**config.mk**
```make
export PLATFORM = sky130hd
export DESIGN_NAME = pmr_regbank
export DESIGN_NICKNAME = d
export VERILOG_FILES = /design/src/rtl/pmr_pkg.sv /design/src/rtl/pmr_conv_timer.sv /design/src/rtl/pmr_result_calc.sv /design/src/rtl/pmr_regbank.sv
export VERILOG_INCLUDE_DIRS = /design/src /design/src/rtl
export SDC_FILE = /design/constraint.sdc
export NUM_CORES = 2
export LEC_CHECK = 0
export BUFFER_PORTS_ARGS = -buffer_cell sky130_fd_sc_hd__buf_2
export CORE_MARGIN = 1.5
export CORE_UTILIZATION = 35
export DETAILED_ROUTE_END_ITERATION = 8
export PLACE_DENSITY_LB_ADDON = 0.12
export SYNTH_ARGS = -nofsm -noshare
export SYNTH_HDL_FRONTEND = slang
export SYNTH_SLANG_ARGS = --single-unit
```
**constraint.sdc**
```tcl
create_clock -name core_clk_in -period 31.8 [get_ports core_clk_in]
set_clock_uncertainty 0.1 [all_clocks]
set_input_delay 1.59 -clock core_clk_in [delete_from_list [all_inputs] [get_ports core_clk_in]]
set_output_delay 1.59 -clock core_clk_in [all_outputs]
set_load 0.05 [all_outputs]
```
**src/rtl/pmr_consts.svh**
```systemverilog
/*
  Shared constants of the power monitor register bank: pointer values,
  field positions, reset values and conversion timing figures.
  Assumes inclusion by bare name from rtl/ sources.
*/
`ifndef PMR_CONSTS_SVH
`define PMR_CONSTS_SVH

// ----------------------------------------------------------------------
// register pointers
// ----------------------------------------------------------------------
`define PMR_PTR_CFG   8'h00
`define PMR_PTR_SHUNT 8'h01
`define PMR_PTR_RAIL  8'h02
`define PMR_PTR_PWR   8'h03
`define PMR_PTR_CUR   8'h04
`define PMR_PTR_CAL   8'h05
`define PMR_PTR_MASK  8'h06
`define PMR_PTR_LIM   8'h07

// ----------------------------------------------------------------------
// config fields and reset values
// ----------------------------------------------------------------------
`define PMR_CFG_RST     16'h4127
`define PMR_CFG_WMASK   16'h0FFF
`define PMR_CFG_FIXED   16'h4000
`define PMR_REG_RST     16'h0000
`define PMR_RESET_BIT   15
`define PMR_MEAN_LSB    9
`define PMR_RAIL_LSB    6
`define PMR_SENSE_LSB   3
`define PMR_RDY_BIT     3

// ----------------------------------------------------------------------
// timing and arithmetic
// ----------------------------------------------------------------------
`define PMR_CLK_NS      5
`define PMR_CT0_NS      140000
`define PMR_CT1_NS      204000
`define PMR_CT2_NS      332000
`define PMR_CT3_NS      588000
`define PMR_CT4_NS      1100000
`define PMR_CT5_NS      2116000
`define PMR_CT6_NS      4156000
`define PMR_CT7_NS      8244000
`define PMR_CUR_SHIFT   11
`define PMR_PWR_SHIFT   12

`endif

```
**src/rtl/pmr_pkg.sv**
```systemverilog
/*
  Types of the power monitor register bank.
  Assumes nothing beyond a SystemVerilog compiler.
*/
package pmr_pkg;
  // conversion sequencer, gray along idle-shunt-rail-publish
  typedef enum logic [1:0] {
    ST_IDLE  = 2'b00,
    ST_SHUNT = 2'b01,
    ST_RAIL  = 2'b11,
    ST_PUB   = 2'b10
  } pmr_state_type;
  typedef logic [15:0] pmr_word_type;
endpackage

```
**src/rtl/pmr_conv_timer.sv**
```systemverilog
/*
  Down counter timing one conversion phase; pulses done at the end.
  Assumes a period of at least one cycle on load.
*/
`timescale 1ns/1ps
`default_nettype none
module pmr_conv_timer #(
  parameter int unsigned W = 21
) (
  // clock, reset, enable
  input  wire logic         clk_in,
  input  wire logic         nrst_in,
  input  wire logic         ce_in,
  // control
  input  wire logic         load_in,
  input  wire logic         clear_in,
  input  wire logic [W-1:0] period_in,
  // status
  output logic              done_out
);
  logic [W-1:0] cnt_q, cnt_d;
  logic         done_q, done_d;

  // ----------------------------------------------------------------------
  // count down, clear wins over load
  // ----------------------------------------------------------------------
  always_comb begin
    cnt_d  = cnt_q;
    done_d = 1'b0;
    if (clear_in) begin
      cnt_d = '0;
    end else if (load_in) begin
      cnt_d = period_in;
    end else if (cnt_q != '0) begin
      cnt_d  = cnt_q - 1'b1;
      done_d = (cnt_q == W'(1));
    end
  end

  always_ff @(posedge clk_in or negedge nrst_in) begin
    if (!nrst_in) begin
      cnt_q  <= '0;
      done_q <= 1'b0;
    end else if (ce_in) begin
      cnt_q  <= cnt_d;
      done_q <= done_d;
    end
  end

  assign done_out = done_q;
endmodule
`default_nettype wire

```
**src/rtl/pmr_result_calc.sv**
```systemverilog
/*
  Current and power arithmetic from mean shunt drop, rail and scale factor.
  Assumes the caller registers the outputs; purely combinational.
*/
`timescale 1ns/1ps
`default_nettype none
`include "pmr_consts.svh"
module pmr_result_calc
  import pmr_pkg::*;
(
  // inputs
  input  wire logic [15:0] shunt_in,
  input  wire logic [15:0] rail_in,
  input  wire logic [15:0] scale_in,
  // results
  output pmr_word_type     cur_out,
  output pmr_word_type     pwr_out
);
  logic signed [32:0] cur_prod;
  logic signed [32:0] cur_sh;
  logic signed [32:0] pwr_prod;
  logic signed [32:0] pwr_sh;

  // shunt is two's complement; scale and rail are magnitudes
  always_comb begin
    // both factors widened first so the product is never formed at 17 bits
    cur_prod = 33'($signed(shunt_in)) * 33'($signed({1'b0, scale_in}));
    cur_sh   = cur_prod >>> `PMR_CUR_SHIFT;
    pwr_prod = 33'($signed(cur_sh[15:0])) * 33'($signed({1'b0, rail_in}));
    pwr_sh   = pwr_prod >>> `PMR_PWR_SHIFT;
    // explicit gate so a zero scale never leaks rounding residue
    if (scale_in == 16'h0000) begin
      cur_out = '0;
      pwr_out = '0;
    end else begin
      cur_out = cur_sh[15:0];
      pwr_out = pwr_sh[15:0];
    end
  end
endmodule
`default_nettype wire

```
**src/rtl/pmr_regbank.sv**
```systemverilog
/*
  Register bank of a shunt current and power monitor, with the conversion
  sequencer it steers. Faces a serial slave engine through byte strobes.
  Assumes the engine decodes addressing and gives one-cycle strobes.
*/
// Summary of operation
// - every register is 16 bits, moved as two bytes, high byte first
// - config at pointer 0, read/write, resets to 4127h
// - pointers 1 to 4 hold read-only results, reset zero
// - scale factor at pointer 5 resets zero; zero forces current and power zero
// - alert mask at pointer 6, read/write, holds conversion-ready flag
// - alert threshold at pointer 7, read/write, resets zero
// - reading config never disturbs settings or a running conversion
// - config write halts conversion until write ends, then restarts fresh
// - writing config bit 15 resets every register; bit reads zero
// - bits 11:9 pick 1,4,16,64,128,256,512 or 1024 samples averaged
// - bits 8:6 pick rail conversion time, 140 us to 8.244 ms
// - bits 5:3 pick shunt conversion time independently
// - bits 2:0 pick power-down, triggered or continuous shunt/rail/both
// - shunt result is signed two's complement, 2.5 uV per count
`timescale 1ns/1ps
`default_nettype none
`include "pmr_consts.svh"
module pmr_regbank
  import pmr_pkg::*;
#(
  parameter int unsigned CONV_NS [8] = '{`PMR_CT0_NS, `PMR_CT1_NS, `PMR_CT2_NS,
    `PMR_CT3_NS, `PMR_CT4_NS, `PMR_CT5_NS, `PMR_CT6_NS, `PMR_CT7_NS}
) (
  // clock, reset, enable
  input  wire logic        core_clk_in,
  input  wire logic        nrst_in,
  input  wire logic        ce_in,
  // byte port from the serial engine
  input  wire logic        ptr_wr_in,
  input  wire logic        byte_wr_in,
  input  wire logic        byte_rd_in,
  input  wire logic        xfer_end_in,
  input  wire logic [7:0]  data_in,
  // converter samples
  input  wire logic [15:0] shunt_sample_in,
  input  wire logic [15:0] rail_sample_in,
  // outputs
  output logic [7:0]       rd_byte_out,
  output logic [15:0]      cfg_word_out,
  output logic [15:0]      mask_word_out,
  output logic [15:0]      limit_word_out,
  output logic             conv_active_out,
  output logic             rail_sel_out
);
  // ----------------------------------------------------------------------
  // declarations
  // ----------------------------------------------------------------------
  logic [7:0]    ptr_q, ptr_d, msb_q, msb_d, lsb_q, lsb_d, rd_q, rd_d;
  logic          phase_q, phase_d, hold_q, hold_d;
  logic          restart_q, restart_d, soft_q, soft_d;
  pmr_word_type  cfg_q, cfg_d, cal_q, cal_d, mask_q, mask_d, lim_q, lim_d;
  pmr_word_type  wdata, rmux;
  pmr_state_type state_q, state_d;
  logic          go_q, go_d, act_q, sel_q;
  logic [10:0]   cnt_q, cnt_d, last_cnt;
  logic signed [25:0] acc_sh_q, acc_sh_d, acc_rl_q, acc_rl_d;
  logic signed [25:0] sh_div, rl_div;
  pmr_word_type  shunt_q, shunt_d, rail_q, rail_d, cur_q, cur_d, pwr_q, pwr_d;
  pmr_word_type  calc_sh, calc_rl, calc_cur, calc_pwr;
  logic [3:0]    mean_shift;
  logic [2:0]    sample_mean_count, rail_sample_period, sense_drop_sample_period;
  logic          op_select_bit2, op_select_bit1, op_select_bit0;
  logic          tmr_load, tmr_done, pub;
  logic [20:0]   tmr_per;
  logic [20:0]   per_cyc [8];

  // ----------------------------------------------------------------------
  // config fields and cycle table
  // ----------------------------------------------------------------------
  assign sample_mean_count        = cfg_q[`PMR_MEAN_LSB +: 3];
  assign rail_sample_period       = cfg_q[`PMR_RAIL_LSB +: 3];
  assign sense_drop_sample_period = cfg_q[`PMR_SENSE_LSB +: 3];
  assign op_select_bit2           = cfg_q[2];
  assign op_select_bit1           = cfg_q[1];
  assign op_select_bit0           = cfg_q[0];
  assign pub                      = (state_q == ST_PUB);

  // each conversion time rounded down to whole cycles
  for (genvar i = 0; i < 8; i++) begin : g_per
    assign per_cyc[i] = 21'(CONV_NS[i] / `PMR_CLK_NS);
  end

  // ----------------------------------------------------------------------
  // read multiplexer
  // ----------------------------------------------------------------------
  always_comb begin
    case (ptr_q)
      `PMR_PTR_CFG:   rmux = cfg_q;
      `PMR_PTR_SHUNT: rmux = shunt_q;
      `PMR_PTR_RAIL:  rmux = rail_q;
      // stale results are masked as soon as the scale factor goes to zero
      `PMR_PTR_PWR:   rmux = (cal_q == 16'h0000) ? 16'h0000 : pwr_q;
      `PMR_PTR_CUR:   rmux = (cal_q == 16'h0000) ? 16'h0000 : cur_q;
      `PMR_PTR_CAL:   rmux = cal_q;
      `PMR_PTR_MASK:  rmux = mask_q;
      `PMR_PTR_LIM:   rmux = lim_q;
      default:        rmux = 16'h0000;
    endcase
  end

  // ----------------------------------------------------------------------
  // register bank next state
  // ----------------------------------------------------------------------
  always_comb begin
    ptr_d = ptr_q;  phase_d = phase_q;  msb_d = msb_q;  lsb_d = lsb_q;
    rd_d = rd_q;  cfg_d = cfg_q;  cal_d = cal_q;  mask_d = mask_q;
    lim_d = lim_q;  hold_d = hold_q;  restart_d = 1'b0;  soft_d = 1'b0;
    wdata = {msb_q, data_in};
    if (soft_q) begin
      // same values as power-on; the reset bit itself is never stored
      ptr_d = 8'h00;  phase_d = 1'b0;  msb_d = 8'h00;  lsb_d = 8'h00;
      rd_d = 8'h00;  cfg_d = `PMR_CFG_RST;  cal_d = `PMR_REG_RST;
      mask_d = `PMR_REG_RST;  lim_d = `PMR_REG_RST;  hold_d = 1'b0;
    end else begin
      if (ptr_wr_in) begin
        ptr_d   = data_in;
        phase_d = 1'b0;
      end else if (byte_wr_in) begin
        if (!phase_q) begin
          msb_d   = data_in;
          phase_d = 1'b1;
          if (ptr_q == `PMR_PTR_CFG) hold_d = 1'b1;
        end else begin
          phase_d = 1'b0;
          case (ptr_q)
            `PMR_PTR_CFG: begin
              if (wdata[`PMR_RESET_BIT]) soft_d = 1'b1;
              else cfg_d = (wdata & `PMR_CFG_WMASK) | `PMR_CFG_FIXED;
            end
            `PMR_PTR_CAL:  cal_d = wdata;
            `PMR_PTR_MASK: begin
              mask_d = wdata;
              mask_d[`PMR_RDY_BIT] = mask_q[`PMR_RDY_BIT];
            end
            `PMR_PTR_LIM:  lim_d = wdata;
            default:       ;  // results and unmapped pointers ignore writes
          endcase
        end
      end else if (byte_rd_in) begin
        if (!phase_q) begin
          // snapshot the word so the low byte matches the high byte
          rd_d    = rmux[15:8];
          lsb_d   = rmux[7:0];
          phase_d = 1'b1;
          if (ptr_q == `PMR_PTR_MASK) mask_d[`PMR_RDY_BIT] = 1'b0;
        end else begin
          rd_d    = lsb_q;
          phase_d = 1'b0;
        end
      end
      if (xfer_end_in) begin
        phase_d = 1'b0;  // an odd byte is dropped
        if (hold_q) begin
          hold_d    = 1'b0;
          restart_d = 1'b1;
        end
      end
      // a new result beats a read-clear in the same cycle
      if (pub) mask_d[`PMR_RDY_BIT] = 1'b1;
    end
  end

  always_ff @(posedge core_clk_in or negedge nrst_in) begin
    if (!nrst_in) begin
      ptr_q <= 8'h00;  phase_q <= 1'b0;  msb_q <= 8'h00;  lsb_q <= 8'h00;
      rd_q <= 8'h00;  cfg_q <= `PMR_CFG_RST;  cal_q <= `PMR_REG_RST;
      mask_q <= `PMR_REG_RST;  lim_q <= `PMR_REG_RST;
      hold_q <= 1'b0;  restart_q <= 1'b0;  soft_q <= 1'b0;
    end else if (ce_in) begin
      ptr_q <= ptr_d;  phase_q <= phase_d;  msb_q <= msb_d;  lsb_q <= lsb_d;
      rd_q <= rd_d;  cfg_q <= cfg_d;  cal_q <= cal_d;  mask_q <= mask_d;
      lim_q <= lim_d;  hold_q <= hold_d;  restart_q <= restart_d;  soft_q <= soft_d;
    end
  end

  // ----------------------------------------------------------------------
  // conversion sequencer
  // ----------------------------------------------------------------------
  // sample counts 1,4,16,64 then 128..1024 as shifts 0,2,4,6,7,8,9,10
  always_comb begin
    if (sample_mean_count < 3'd4) mean_shift = {sample_mean_count, 1'b0};
    else mean_shift = {1'b0, sample_mean_count} + 4'd3;
    last_cnt = 11'((12'd1 << mean_shift) - 12'd1);
    sh_div   = acc_sh_q >>> mean_shift;
    rl_div   = acc_rl_q >>> mean_shift;
    calc_sh  = op_select_bit0 ? sh_div[15:0] : shunt_q;
    calc_rl  = op_select_bit1 ? rl_div[15:0] : rail_q;
  end

  always_comb begin
    state_d = state_q;  go_d = go_q;  cnt_d = cnt_q;  acc_sh_d = acc_sh_q;
    acc_rl_d = acc_rl_q;  shunt_d = shunt_q;  rail_d = rail_q;
    cur_d = cur_q;  pwr_d = pwr_q;  tmr_load = 1'b0;
    tmr_per = op_select_bit0 ? per_cyc[sense_drop_sample_period] : per_cyc[rail_sample_period];
    if (soft_q) begin
      state_d = ST_IDLE;  go_d = 1'b1;  cnt_d = '0;  acc_sh_d = '0;  acc_rl_d = '0;
      shunt_d = `PMR_REG_RST;  rail_d = `PMR_REG_RST;
      cur_d = `PMR_REG_RST;  pwr_d = `PMR_REG_RST;
    end else if (hold_q) begin
      // partial sums are discarded so the next result uses new settings
      state_d = ST_IDLE;  cnt_d = '0;  acc_sh_d = '0;  acc_rl_d = '0;
    end else begin
      case (state_q)
        ST_IDLE: begin
          go_d = go_q | restart_q;
          if (go_d) begin
            go_d = 1'b0;
            if (op_select_bit0 | op_select_bit1) begin
              tmr_load = 1'b1;
              state_d  = op_select_bit0 ? ST_SHUNT : ST_RAIL;
            end
          end
        end
        ST_SHUNT: begin
          if (tmr_done) begin
            acc_sh_d = acc_sh_q + 26'($signed(shunt_sample_in));
            tmr_load = 1'b1;
            tmr_per  = per_cyc[rail_sample_period];
            if (op_select_bit1) state_d = ST_RAIL;
            else if (cnt_q == last_cnt) begin
              tmr_load = 1'b0;
              state_d  = ST_PUB;
            end else begin
              cnt_d   = cnt_q + 11'd1;
              tmr_per = per_cyc[sense_drop_sample_period];
            end
          end
        end
        ST_RAIL: begin
          if (tmr_done) begin
            acc_rl_d = acc_rl_q + $signed({10'd0, rail_sample_in});
            if (cnt_q == last_cnt) state_d = ST_PUB;
            else begin
              cnt_d    = cnt_q + 11'd1;
              tmr_load = 1'b1;
              state_d  = op_select_bit0 ? ST_SHUNT : ST_RAIL;
            end
          end
        end
        ST_PUB: begin
          shunt_d  = calc_sh;
          rail_d   = calc_rl;
          cur_d    = calc_cur;
          pwr_d    = calc_pwr;
          cnt_d    = '0;  acc_sh_d = '0;  acc_rl_d = '0;
          // triggered modes stop here; continuous ones go again at once
          if (op_select_bit2) begin
            tmr_load = 1'b1;
            state_d  = op_select_bit0 ? ST_SHUNT : ST_RAIL;
          end else state_d = ST_IDLE;
        end
        default: state_d = ST_IDLE;
      endcase
    end
  end

  always_ff @(posedge core_clk_in or negedge nrst_in) begin
    if (!nrst_in) begin
      state_q <= ST_IDLE;  go_q <= 1'b1;  cnt_q <= '0;  acc_sh_q <= '0;
      acc_rl_q <= '0;  shunt_q <= `PMR_REG_RST;  rail_q <= `PMR_REG_RST;
      cur_q <= `PMR_REG_RST;  pwr_q <= `PMR_REG_RST;  act_q <= 1'b0;  sel_q <= 1'b0;
    end else if (ce_in) begin
      state_q <= state_d;  go_q <= go_d;  cnt_q <= cnt_d;  acc_sh_q <= acc_sh_d;
      acc_rl_q <= acc_rl_d;  shunt_q <= shunt_d;  rail_q <= rail_d;
      cur_q <= cur_d;  pwr_q <= pwr_d;
      act_q <= (state_d != ST_IDLE);
      sel_q <= (state_d == ST_RAIL);
    end
  end

  // ----------------------------------------------------------------------
  // helpers and outputs
  // ----------------------------------------------------------------------
  pmr_conv_timer #(.W(21)) u_timer (
    .clk_in   (core_clk_in),
    .nrst_in  (nrst_in),
    .ce_in    (ce_in),
    .load_in  (tmr_load),
    .clear_in (hold_q | soft_q),
    .period_in(tmr_per),
    .done_out (tmr_done)
  );

  pmr_result_calc u_calc (
    .shunt_in(calc_sh),
    .rail_in (calc_rl),
    .scale_in(cal_q),
    .cur_out (calc_cur),
    .pwr_out (calc_pwr)
  );

  assign rd_byte_out     = rd_q;
  assign cfg_word_out    = cfg_q;
  assign mask_word_out   = mask_q;
  assign limit_word_out  = lim_q;
  assign conv_active_out = act_q;
  assign rail_sel_out    = sel_q;

  // ----------------------------------------------------------------------
  // checks
  // ----------------------------------------------------------------------
  chk_soft_defaults: assert property (@(posedge core_clk_in) disable iff (!nrst_in)
    (ce_in && soft_q) |=> (cfg_q == `PMR_CFG_RST && cal_q == 16'h0000 && lim_q == 16'h0000))
    else $error("soft reset did not restore defaults");
  chk_ro_results: assert property (@(posedge core_clk_in) disable iff (!nrst_in)
    (ce_in && byte_wr_in && phase_q && !ptr_wr_in && !soft_q && !pub && ptr_q >= 8'h01
     && ptr_q <= 8'h04) |=> ($stable(shunt_q) && $stable(rail_q) && $stable(cur_q)))
    else $error("result register changed by a write");
  chk_cal_zero: assert property (@(posedge core_clk_in) disable iff (!nrst_in)
    (ce_in && byte_rd_in && !ptr_wr_in && !byte_wr_in && !phase_q && !soft_q
     && cal_q == 16'h0000 && (ptr_q == 8'h03 || ptr_q == 8'h04))
    |=> (rd_q == 8'h00 && lsb_q == 8'h00))
    else $error("current or power nonzero with zero scale");
  chk_bad_ptr: assert property (@(posedge core_clk_in) disable iff (!nrst_in)
    (ce_in && byte_rd_in && !ptr_wr_in && !byte_wr_in && !phase_q && !soft_q
     && ptr_q > 8'h07) |=> (rd_q == 8'h00))
    else $error("unmapped pointer read nonzero");
  chk_msb_first: assert property (@(posedge core_clk_in) disable iff (!nrst_in)
    (ce_in && byte_rd_in && !ptr_wr_in && !byte_wr_in && !phase_q && !soft_q)
    |=> (rd_q == $past(rmux[15:8]) && lsb_q == $past(rmux[7:0]) && phase_q))
    else $error("read did not give high byte first");
  chk_cfg_write: assert property (@(posedge core_clk_in) disable iff (!nrst_in)
    (ce_in && byte_wr_in && phase_q && !ptr_wr_in && !soft_q && ptr_q == 8'h00 && !msb_q[7])
    |=> (cfg_q == ((16'($past({msb_q, data_in})) & `PMR_CFG_WMASK) | `PMR_CFG_FIXED)))
    else $error("config write stored wrong value");
  chk_lim_write: assert property (@(posedge core_clk_in) disable iff (!nrst_in)
    (ce_in && byte_wr_in && phase_q && !ptr_wr_in && !soft_q && ptr_q == 8'h07)
    |=> (lim_q == $past({msb_q, data_in})))
    else $error("threshold write lost");
  chk_rdy_set: assert property (@(posedge core_clk_in) disable iff (!nrst_in)
    (ce_in && pub && !soft_q) |=> mask_q[`PMR_RDY_BIT])
    else $error("ready flag not set on publish");
  chk_read_quiet: assert property (@(posedge core_clk_in) disable iff (!nrst_in)
    (ce_in && byte_rd_in && !ptr_wr_in && !byte_wr_in && !xfer_end_in && !soft_q)
    |=> ($stable(cfg_q) && $stable(hold_q)))
    else $error("read disturbed config or conversion");
  chk_hold_idle: assert property (@(posedge core_clk_in) disable iff (!nrst_in)
    (ce_in && hold_q) |=> (state_q == ST_IDLE))
    else $error("conversion ran during config write");
  chk_restart_go: assert property (@(posedge core_clk_in) disable iff (!nrst_in)
    (ce_in && restart_q && !hold_q && !soft_q && state_q == ST_IDLE && cfg_q[1:0] != 2'b00)
    |=> (state_q != ST_IDLE))
    else $error("no fresh conversion after config write");
  chk_mean_count: assert property (@(posedge core_clk_in) disable iff (!nrst_in)
    (state_q == ST_SHUNT || state_q == ST_RAIL) |-> (cnt_q <= last_cnt))
    else $error("sample count beyond selected mean");
endmodule
`default_nettype wire

```
* Yosys cells after proc, flatten, opt, wreduce, memory -nomap -nowiden *
Memories as Yosys holds them, arrays and structs flattened.
Cells that the tools add are included.

cells by class
  add/sub/neg operators = 6
  $mul = 2
  magnitude comparators = 3
  equality and inequality tests = 24
  shifts and indexed selects = 3
  multiplexer cells = 142
  bitwise gates (word level) = 5
  reductions and logical operators = 38

operator list
  cell                   count
  $mux 16                38
  $mux 21                14
  $mux 26                6
  $mux 8                 16
  $pmux 16 s8            1
  $pmux 26 s2            2
  $mux 11                6
  $sshr 26x4->16         2
  $mux 1                 42
  $pmux 11 s3            1
  $eq 8x3->1 const B     4
  $mul 16x17->28         1
  $mul 16x17->27         1
  $add 26x16->26         1
  $add 26x17->26         1
  $reduce_and 5->1       5
  $mux 2                 11
  $reduce_bool 2->1      11
  $eq 21x1->1 const B    1
  $reduce_bool 21->1     1
  $sub 21x1->21 const B  1
  $eq 8x2->1 const B     2
  $logic_not 16->1       1
  $mux 12                1
  other kinds (29)       53

storage, ports and cells
  bits in registers = 254
  bits in read-only memories = 336
  output and inout bits = 58
  logic and storage cells = 251
  memories kept = 2

memories
  name             depth  bits a word  rd ports  clocked after Yosys merged registers in  write ports  line                text
  (no name shown)  8      21           1         0                                        0            pmr_regbank.sv:231  tmr_per = per_cyc[sense_drop_sample_period];
  (no name shown)  8      21           1         0                                        0            pmr_regbank.sv:224  tmr_per = per_cyc[rail_sample_period];

* Logic depth before layout (Yosys ltp) *
  depth after elaboration = 13
  mapped depth = 69
  depth with buffers taken out = 61

* Modules after synthesis *
From an unflattened synthesis, not the netlist that was laid out.

second synthesis, totals
  cells, all modules = 3607
  area, all modules = 32225.9 µm²

by module, submodules not included
  module           times used  cells each  area an instance (µm²)
  pmr_result_calc  1           1800        15687.5
  pmr_regbank      1           1628        15020.7
  pmr_conv_timer   1           179         1517.7

* Worst setup path after synthesis *
No wires, ideal clock.

  path kind = register to register
  start point = reg cfg_q[10], in the netlist cfg_word_out[10]
  end point = reg pwr_q[15]
  setup time = 0.128 ns
  arrival = 15.465 ns
  data required time = 31.572 ns
  path slack = 16.107 ns
  stages on the path, launching flop included = 66
  path buffers = 8
  period minus slack after synthesis = 15.693 ns
  cell sequence = dfrtp_1 -> clkbuf_1 -> clkbuf_1 -> inv_1 -> ha_1 -> and2_0 -> clkbuf_1 -> nor2_1 -> clkbuf_1 -> buf_1 -> clkbuf_1 -> mux2i_1 -> o21ai_0 -> a21oi_1 -> o211ai_1 -> o21ai_1 -> clkbuf_1 -> nand2_1 -> (+30 left out) -> inv_1 -> fa_1 -> fa_1 -> inv_1 -> fa_1 -> inv_1 -> ha_1 -> o21ai_0 -> nand2b_1 -> a21oi_1 -> a21oi_1 -> o21a_1 -> a221o_1 -> a221oi_4 -> nor2_1 -> a2111oi_4 -> xnor2_1 -> o21ai_1

between the ends
  longest elaborated chain between the ends = 10

RTL lines
  item                                              line                                    text
  from (decl)                                       pmr_regbank.sv:57                       pmr_word_type cfg_q, cfg_d, cal_q, cal_d, mask_q, mask_d, lim_q, lim_d;
  from (signal assigned)                            pmr_regbank.sv:177                      rd_q <= rd_d; cfg_q <= cfg_d; cal_q <= cal_d; mask_q <= mask_d;
  $add 3x2->4 / $lt 3x3->1 (equally long branches)  pmr_regbank.sv:188, pmr_regbank.sv:187
  $mux 4 (*)                                        pmr_regbank.sv:187                      if (sample_mean_count < 3'd4) mean_shift = {sample_mean_count, 1'b0};
  $sshr 26x4->16                                    pmr_regbank.sv:190                      sh_div = acc_sh_q >>> mean_shift;
  $mux 16                                           pmr_regbank.sv:192                      calc_sh = op_select_bit0 ? sh_div[15:0] : shunt_q;
  $mul 16x17->27                                    pmr_result_calc.sv:27                   cur_prod = 33'($signed(shunt_in)) * 33'($signed({1'b0, scale_in}));
  $mul 16x17->28 (*)                                pmr_result_calc.sv:29                   pwr_prod = 33'($signed(cur_sh[15:0])) * 33'($signed({1'b0, rail_in}));
  $mux 16 (*)                                       pmr_result_calc.sv:32                   if (scale_in == 16'h0000) begin
  $mux 16 (*)                                       pmr_regbank.sv:209                      case (state_q)
  $mux 16 (*)                                       pmr_regbank.sv:205                      end else if (hold_q) begin
  $mux 16 (*)                                       pmr_regbank.sv:201                      if (soft_q) begin
  to (signal assigned)                              pmr_regbank.sv:271                      cur_q <= cur_d; pwr_q <= pwr_d;
  to (decl)                                         pmr_regbank.sv:64                       pmr_word_type shunt_q, shunt_d, rail_q, rail_d, cur_q, cur_d, pwr_q, pwr_d;

Every way passes the cells marked *; elsewhere a longest branch is shown, timed or not. The select of a mux whose other input is x is not followed.
A chain may end at the register's enable or synchronous reset.

* Final worst setup path *
Ends and elaborated chain as after synthesis.

==> flow_summary.toml <==
[logic_synthesis]
ys_ff_latch = 250
yosysMostFrequentCell = "inv_1"
synth_cell_type_count = 87
async_reset_ff_share_pct = 100
avgSynthCellArea_um2 = 8.84
synth_area_leader_cell = "fa_1"
synth.top_cell.area_share_pct = 23.7
yosys-top-cells-count = "536 x inv_1, 472 x nand2_1, 377 x fa_1"
ys.flop_type = "dfrtp_1"
synth_edf_count = 0
postSynthCellCount = 3597
syn_area_um2 = 31800
yosysWarnings = 0
yosysSeqAreaShare_pct = 19.7
yosys-top-cells-area = "fa_1 24%, dfrtp_1 19%, ha_1 9.5%"

[routing]
num_vias = 25300
routed_wl_mm = 102
drc = 0
antenna_left = 0
wire_per_inst_um = 21.2
via_per_inst = 5.25
drtIter0Drc = 1980
dr.pass1.iters = 6

[place]
portBuffers = 100
dp_slack_ns = 15.87
post-dp-hpwl_mm = 76.7
place_congestion = 0.896

[power]
ir_drop_mv = 0.0396
fin_total_pwr_uw = 1970
leakage_uw = 0.0172
power_density_nw_per_um2 = 56.8

[run_status]
status = "finished clean"

[layout]
seqCellArea_um2 = 6260
final_util_pct = 38.6
final.fill_count = 9340
drive_above_1_share_pct = 9.32
final_nets = 4279
insertedDiodeCount = 0
multiInputGateArea_um2 = 22900
area_growth_pct = 9.15

[floorplanning]
pin_count = 105
floorplan.initialDensity_pct = 35.3
dieArea_um2 = 92700
die-height_um = 304
die_w_um = 304
coreArea_um2 = 90000
rows = 110

[cts]
path_clk_slew_ns = 0.06
postCtsSetupBuffers = 0
htree_num_levels = 1
cts-root-buf = "clkbuf_16"
ctsResizeCount = 0
clock_path_buffers = 3
cts_hold_buf = 0
cts_tree = "done"
cts_buffers = 31
clkLatencyLatePin_ns = 0.61
clock_sinks = 250

[global_routing]
grt_pass1_vias = 25700
grt_antenna_before_repair = 1
overflow = 0
grtUsageTotal_pct = 22.3
grt_max_degree = 141
grt_pass1_wl_mm = 160

[job]
drv_cap = 0

[sta]
final_hold_viol_count = 0
maxSlewHeadroom_pct = 20.1
fmax_ghz = 0.0623
tightest_slew_ns = 1.19
setup_ws_ns = 15.76
rsz0062_at_grt = "false"
final_max_slew_viol_count = 0
finalSetupViolations = 0
finalCritPeriodShare_pct = 50.4
tns_ns = 0
holdWs_ns = 0.370
min_period_ns = 16.04

[critical_path]
cpPeakStageDelay_ns = 0.73
crit_buf_inv = 12
crit_type = "flop to flop"
endpoint_kind = "flop"
cp_num_cells = 60
start_kind = "flop"
required_ns = 32.15
cp_data_arrival_time_ns = 16.39
critPathTopFamily = "adder cells"
rr_worst_depth = 60
cpMostUsedCell = "fa_1"
cp_max_fo = 19
crit_slowest_cell = "dfrtp_1"

[worst_hold_path]
hold_depth = 2
hp-class = "flop to flop"
final timing paths:
| path | from | endpoint | slack [ns] |
|---|---|---|---|
| worst max-delay path | cfg_word_out[10] | pwr_q[15] | 15.76 |
| worst min-delay path | rd_byte_out[7] | rd_byte_out[7] | 0.37 |
| worst max register to register | cfg_word_out[10] | pwr_q[15] | 15.76 |
| worst min register to register | rd_byte_out[7] | rd_byte_out[7] | 0.37 |
| max in group asynchronous | nrst_in | cal_q[12] | 29.31 |
| min in group asynchronous | nrst_in | acc_sh_q[12] | 0.93 |
kinds of logic after synthesis:
kind of cell | after synthesis | share of synthesized area [%]
muxes | 151 | 5.35
adders and majority gates | 619 | 33.2
xor gates and xnor gates | 123 | 3.48
DFF | 250 | 19.7
AOI/OAI and AO/OA | 671 | 13.9
and+or+nand+nor | 1054 | 15.5
buffers and inverters | 727 | 8.73
other | 2 | 0.0236
tightest hold or removal path, stage by stage, from the launching register on:
cell	delay (ns)
dfrtp_1	0.34
nand2_1	0.04
o21ai_0	0.05
layout make-up:
cell class / count / area share (%)
Sequential cell: 250 / 18.0
Timing Repair Buffer: 171 / 3.04
Inverter: 537 / 5.81
Multi-Input combinational cell: 2622 / 65.9
Clock buffer: 41 / 2.52
Tap cell: 1176 / 4.24
Clock inverter: 16 / 0.422
cells in the final DEF, fill, tap and decap left out, types with 7 or more instances in the layout:
cell type / count
a21o_1: 27
nor2_1: 154
nor3_1: 27
mux2i_1: 90
a22o_1: 84
o21bai_1: 17
nor2b_1: 41
fa_1: 377
nand2_1: 472
buf_4: 70
and2_1: 178
a211oi_1: 23
ha_1: 242
a21boi_0: 10
xnor2_1: 88
o21a_1: 15
nand4_1: 7
inv_1: 536
or3_1: 11
mux4_2: 10
o22ai_1: 16
a21oi_1: 129
a221oi_1: 7
clkbuf_16: 31
and3_1: 16
o21ai_1: 17
xor2_1: 31
nand3_1: 62
nand2b_1: 23
a31oi_1: 21
dfrtp_1: 244
o211ai_1: 17
mux2_2: 49
buf_2: 99
o21ai_0: 175
or2_2: 16
nor4_1: 14
a22oi_1: 54
per-stage QoR:
| step | instance area (µm²) | instances |
|---|---|---|
| finish | 34700 | 4813 |
| global route | 34700 | 4813 |
| CTS | 34700 | 4813 |
| detailed placement | 33700 | 4756 |
| global placement | 33700 | 4756 |
| floorplan | 31800 | 3599 |
where the power goes:
| part | internal [µW] | total [µW] | switching (µW) |
|---|---|---|---|
| sequential | 387 | 469 | 82.4 |
| combinational | 429 | 1150 | 720 |
| clock | 203 | 356 | 154 |
sequential cells by signal (all words and copies together) (netlist names), 2 cells and up:
| name | flops |
|---|---|
| shunt_q | 16 |
| rail_q | 16 |
| cur_q | 16 |
| lsb_q | 8 |
| ptr_q | 8 |
| limit_word_out | 16 |
| state_q | 2 |
| pwr_q | 16 |
| mask_word_out | 16 |
| msb_q | 8 |
| u_timer.cnt_q | 21 |
| cal_q | 16 |
| acc_rl_q | 26 |
| rd_byte_out | 8 |
| cnt_q | 11 |
| acc_sh_q | 26 |
| cfg_word_out | 12 |
metal layers:
metal	GRT usage, %	wire, µm	part of all wire, %
met5	0	0	0
met4	4.22	2040	2.0
met3	2.54	5150	5.0
met2	34.7	45500	45
met1	33.3	49400	48
No activity file was read; power rests on OpenSTA's default activity.
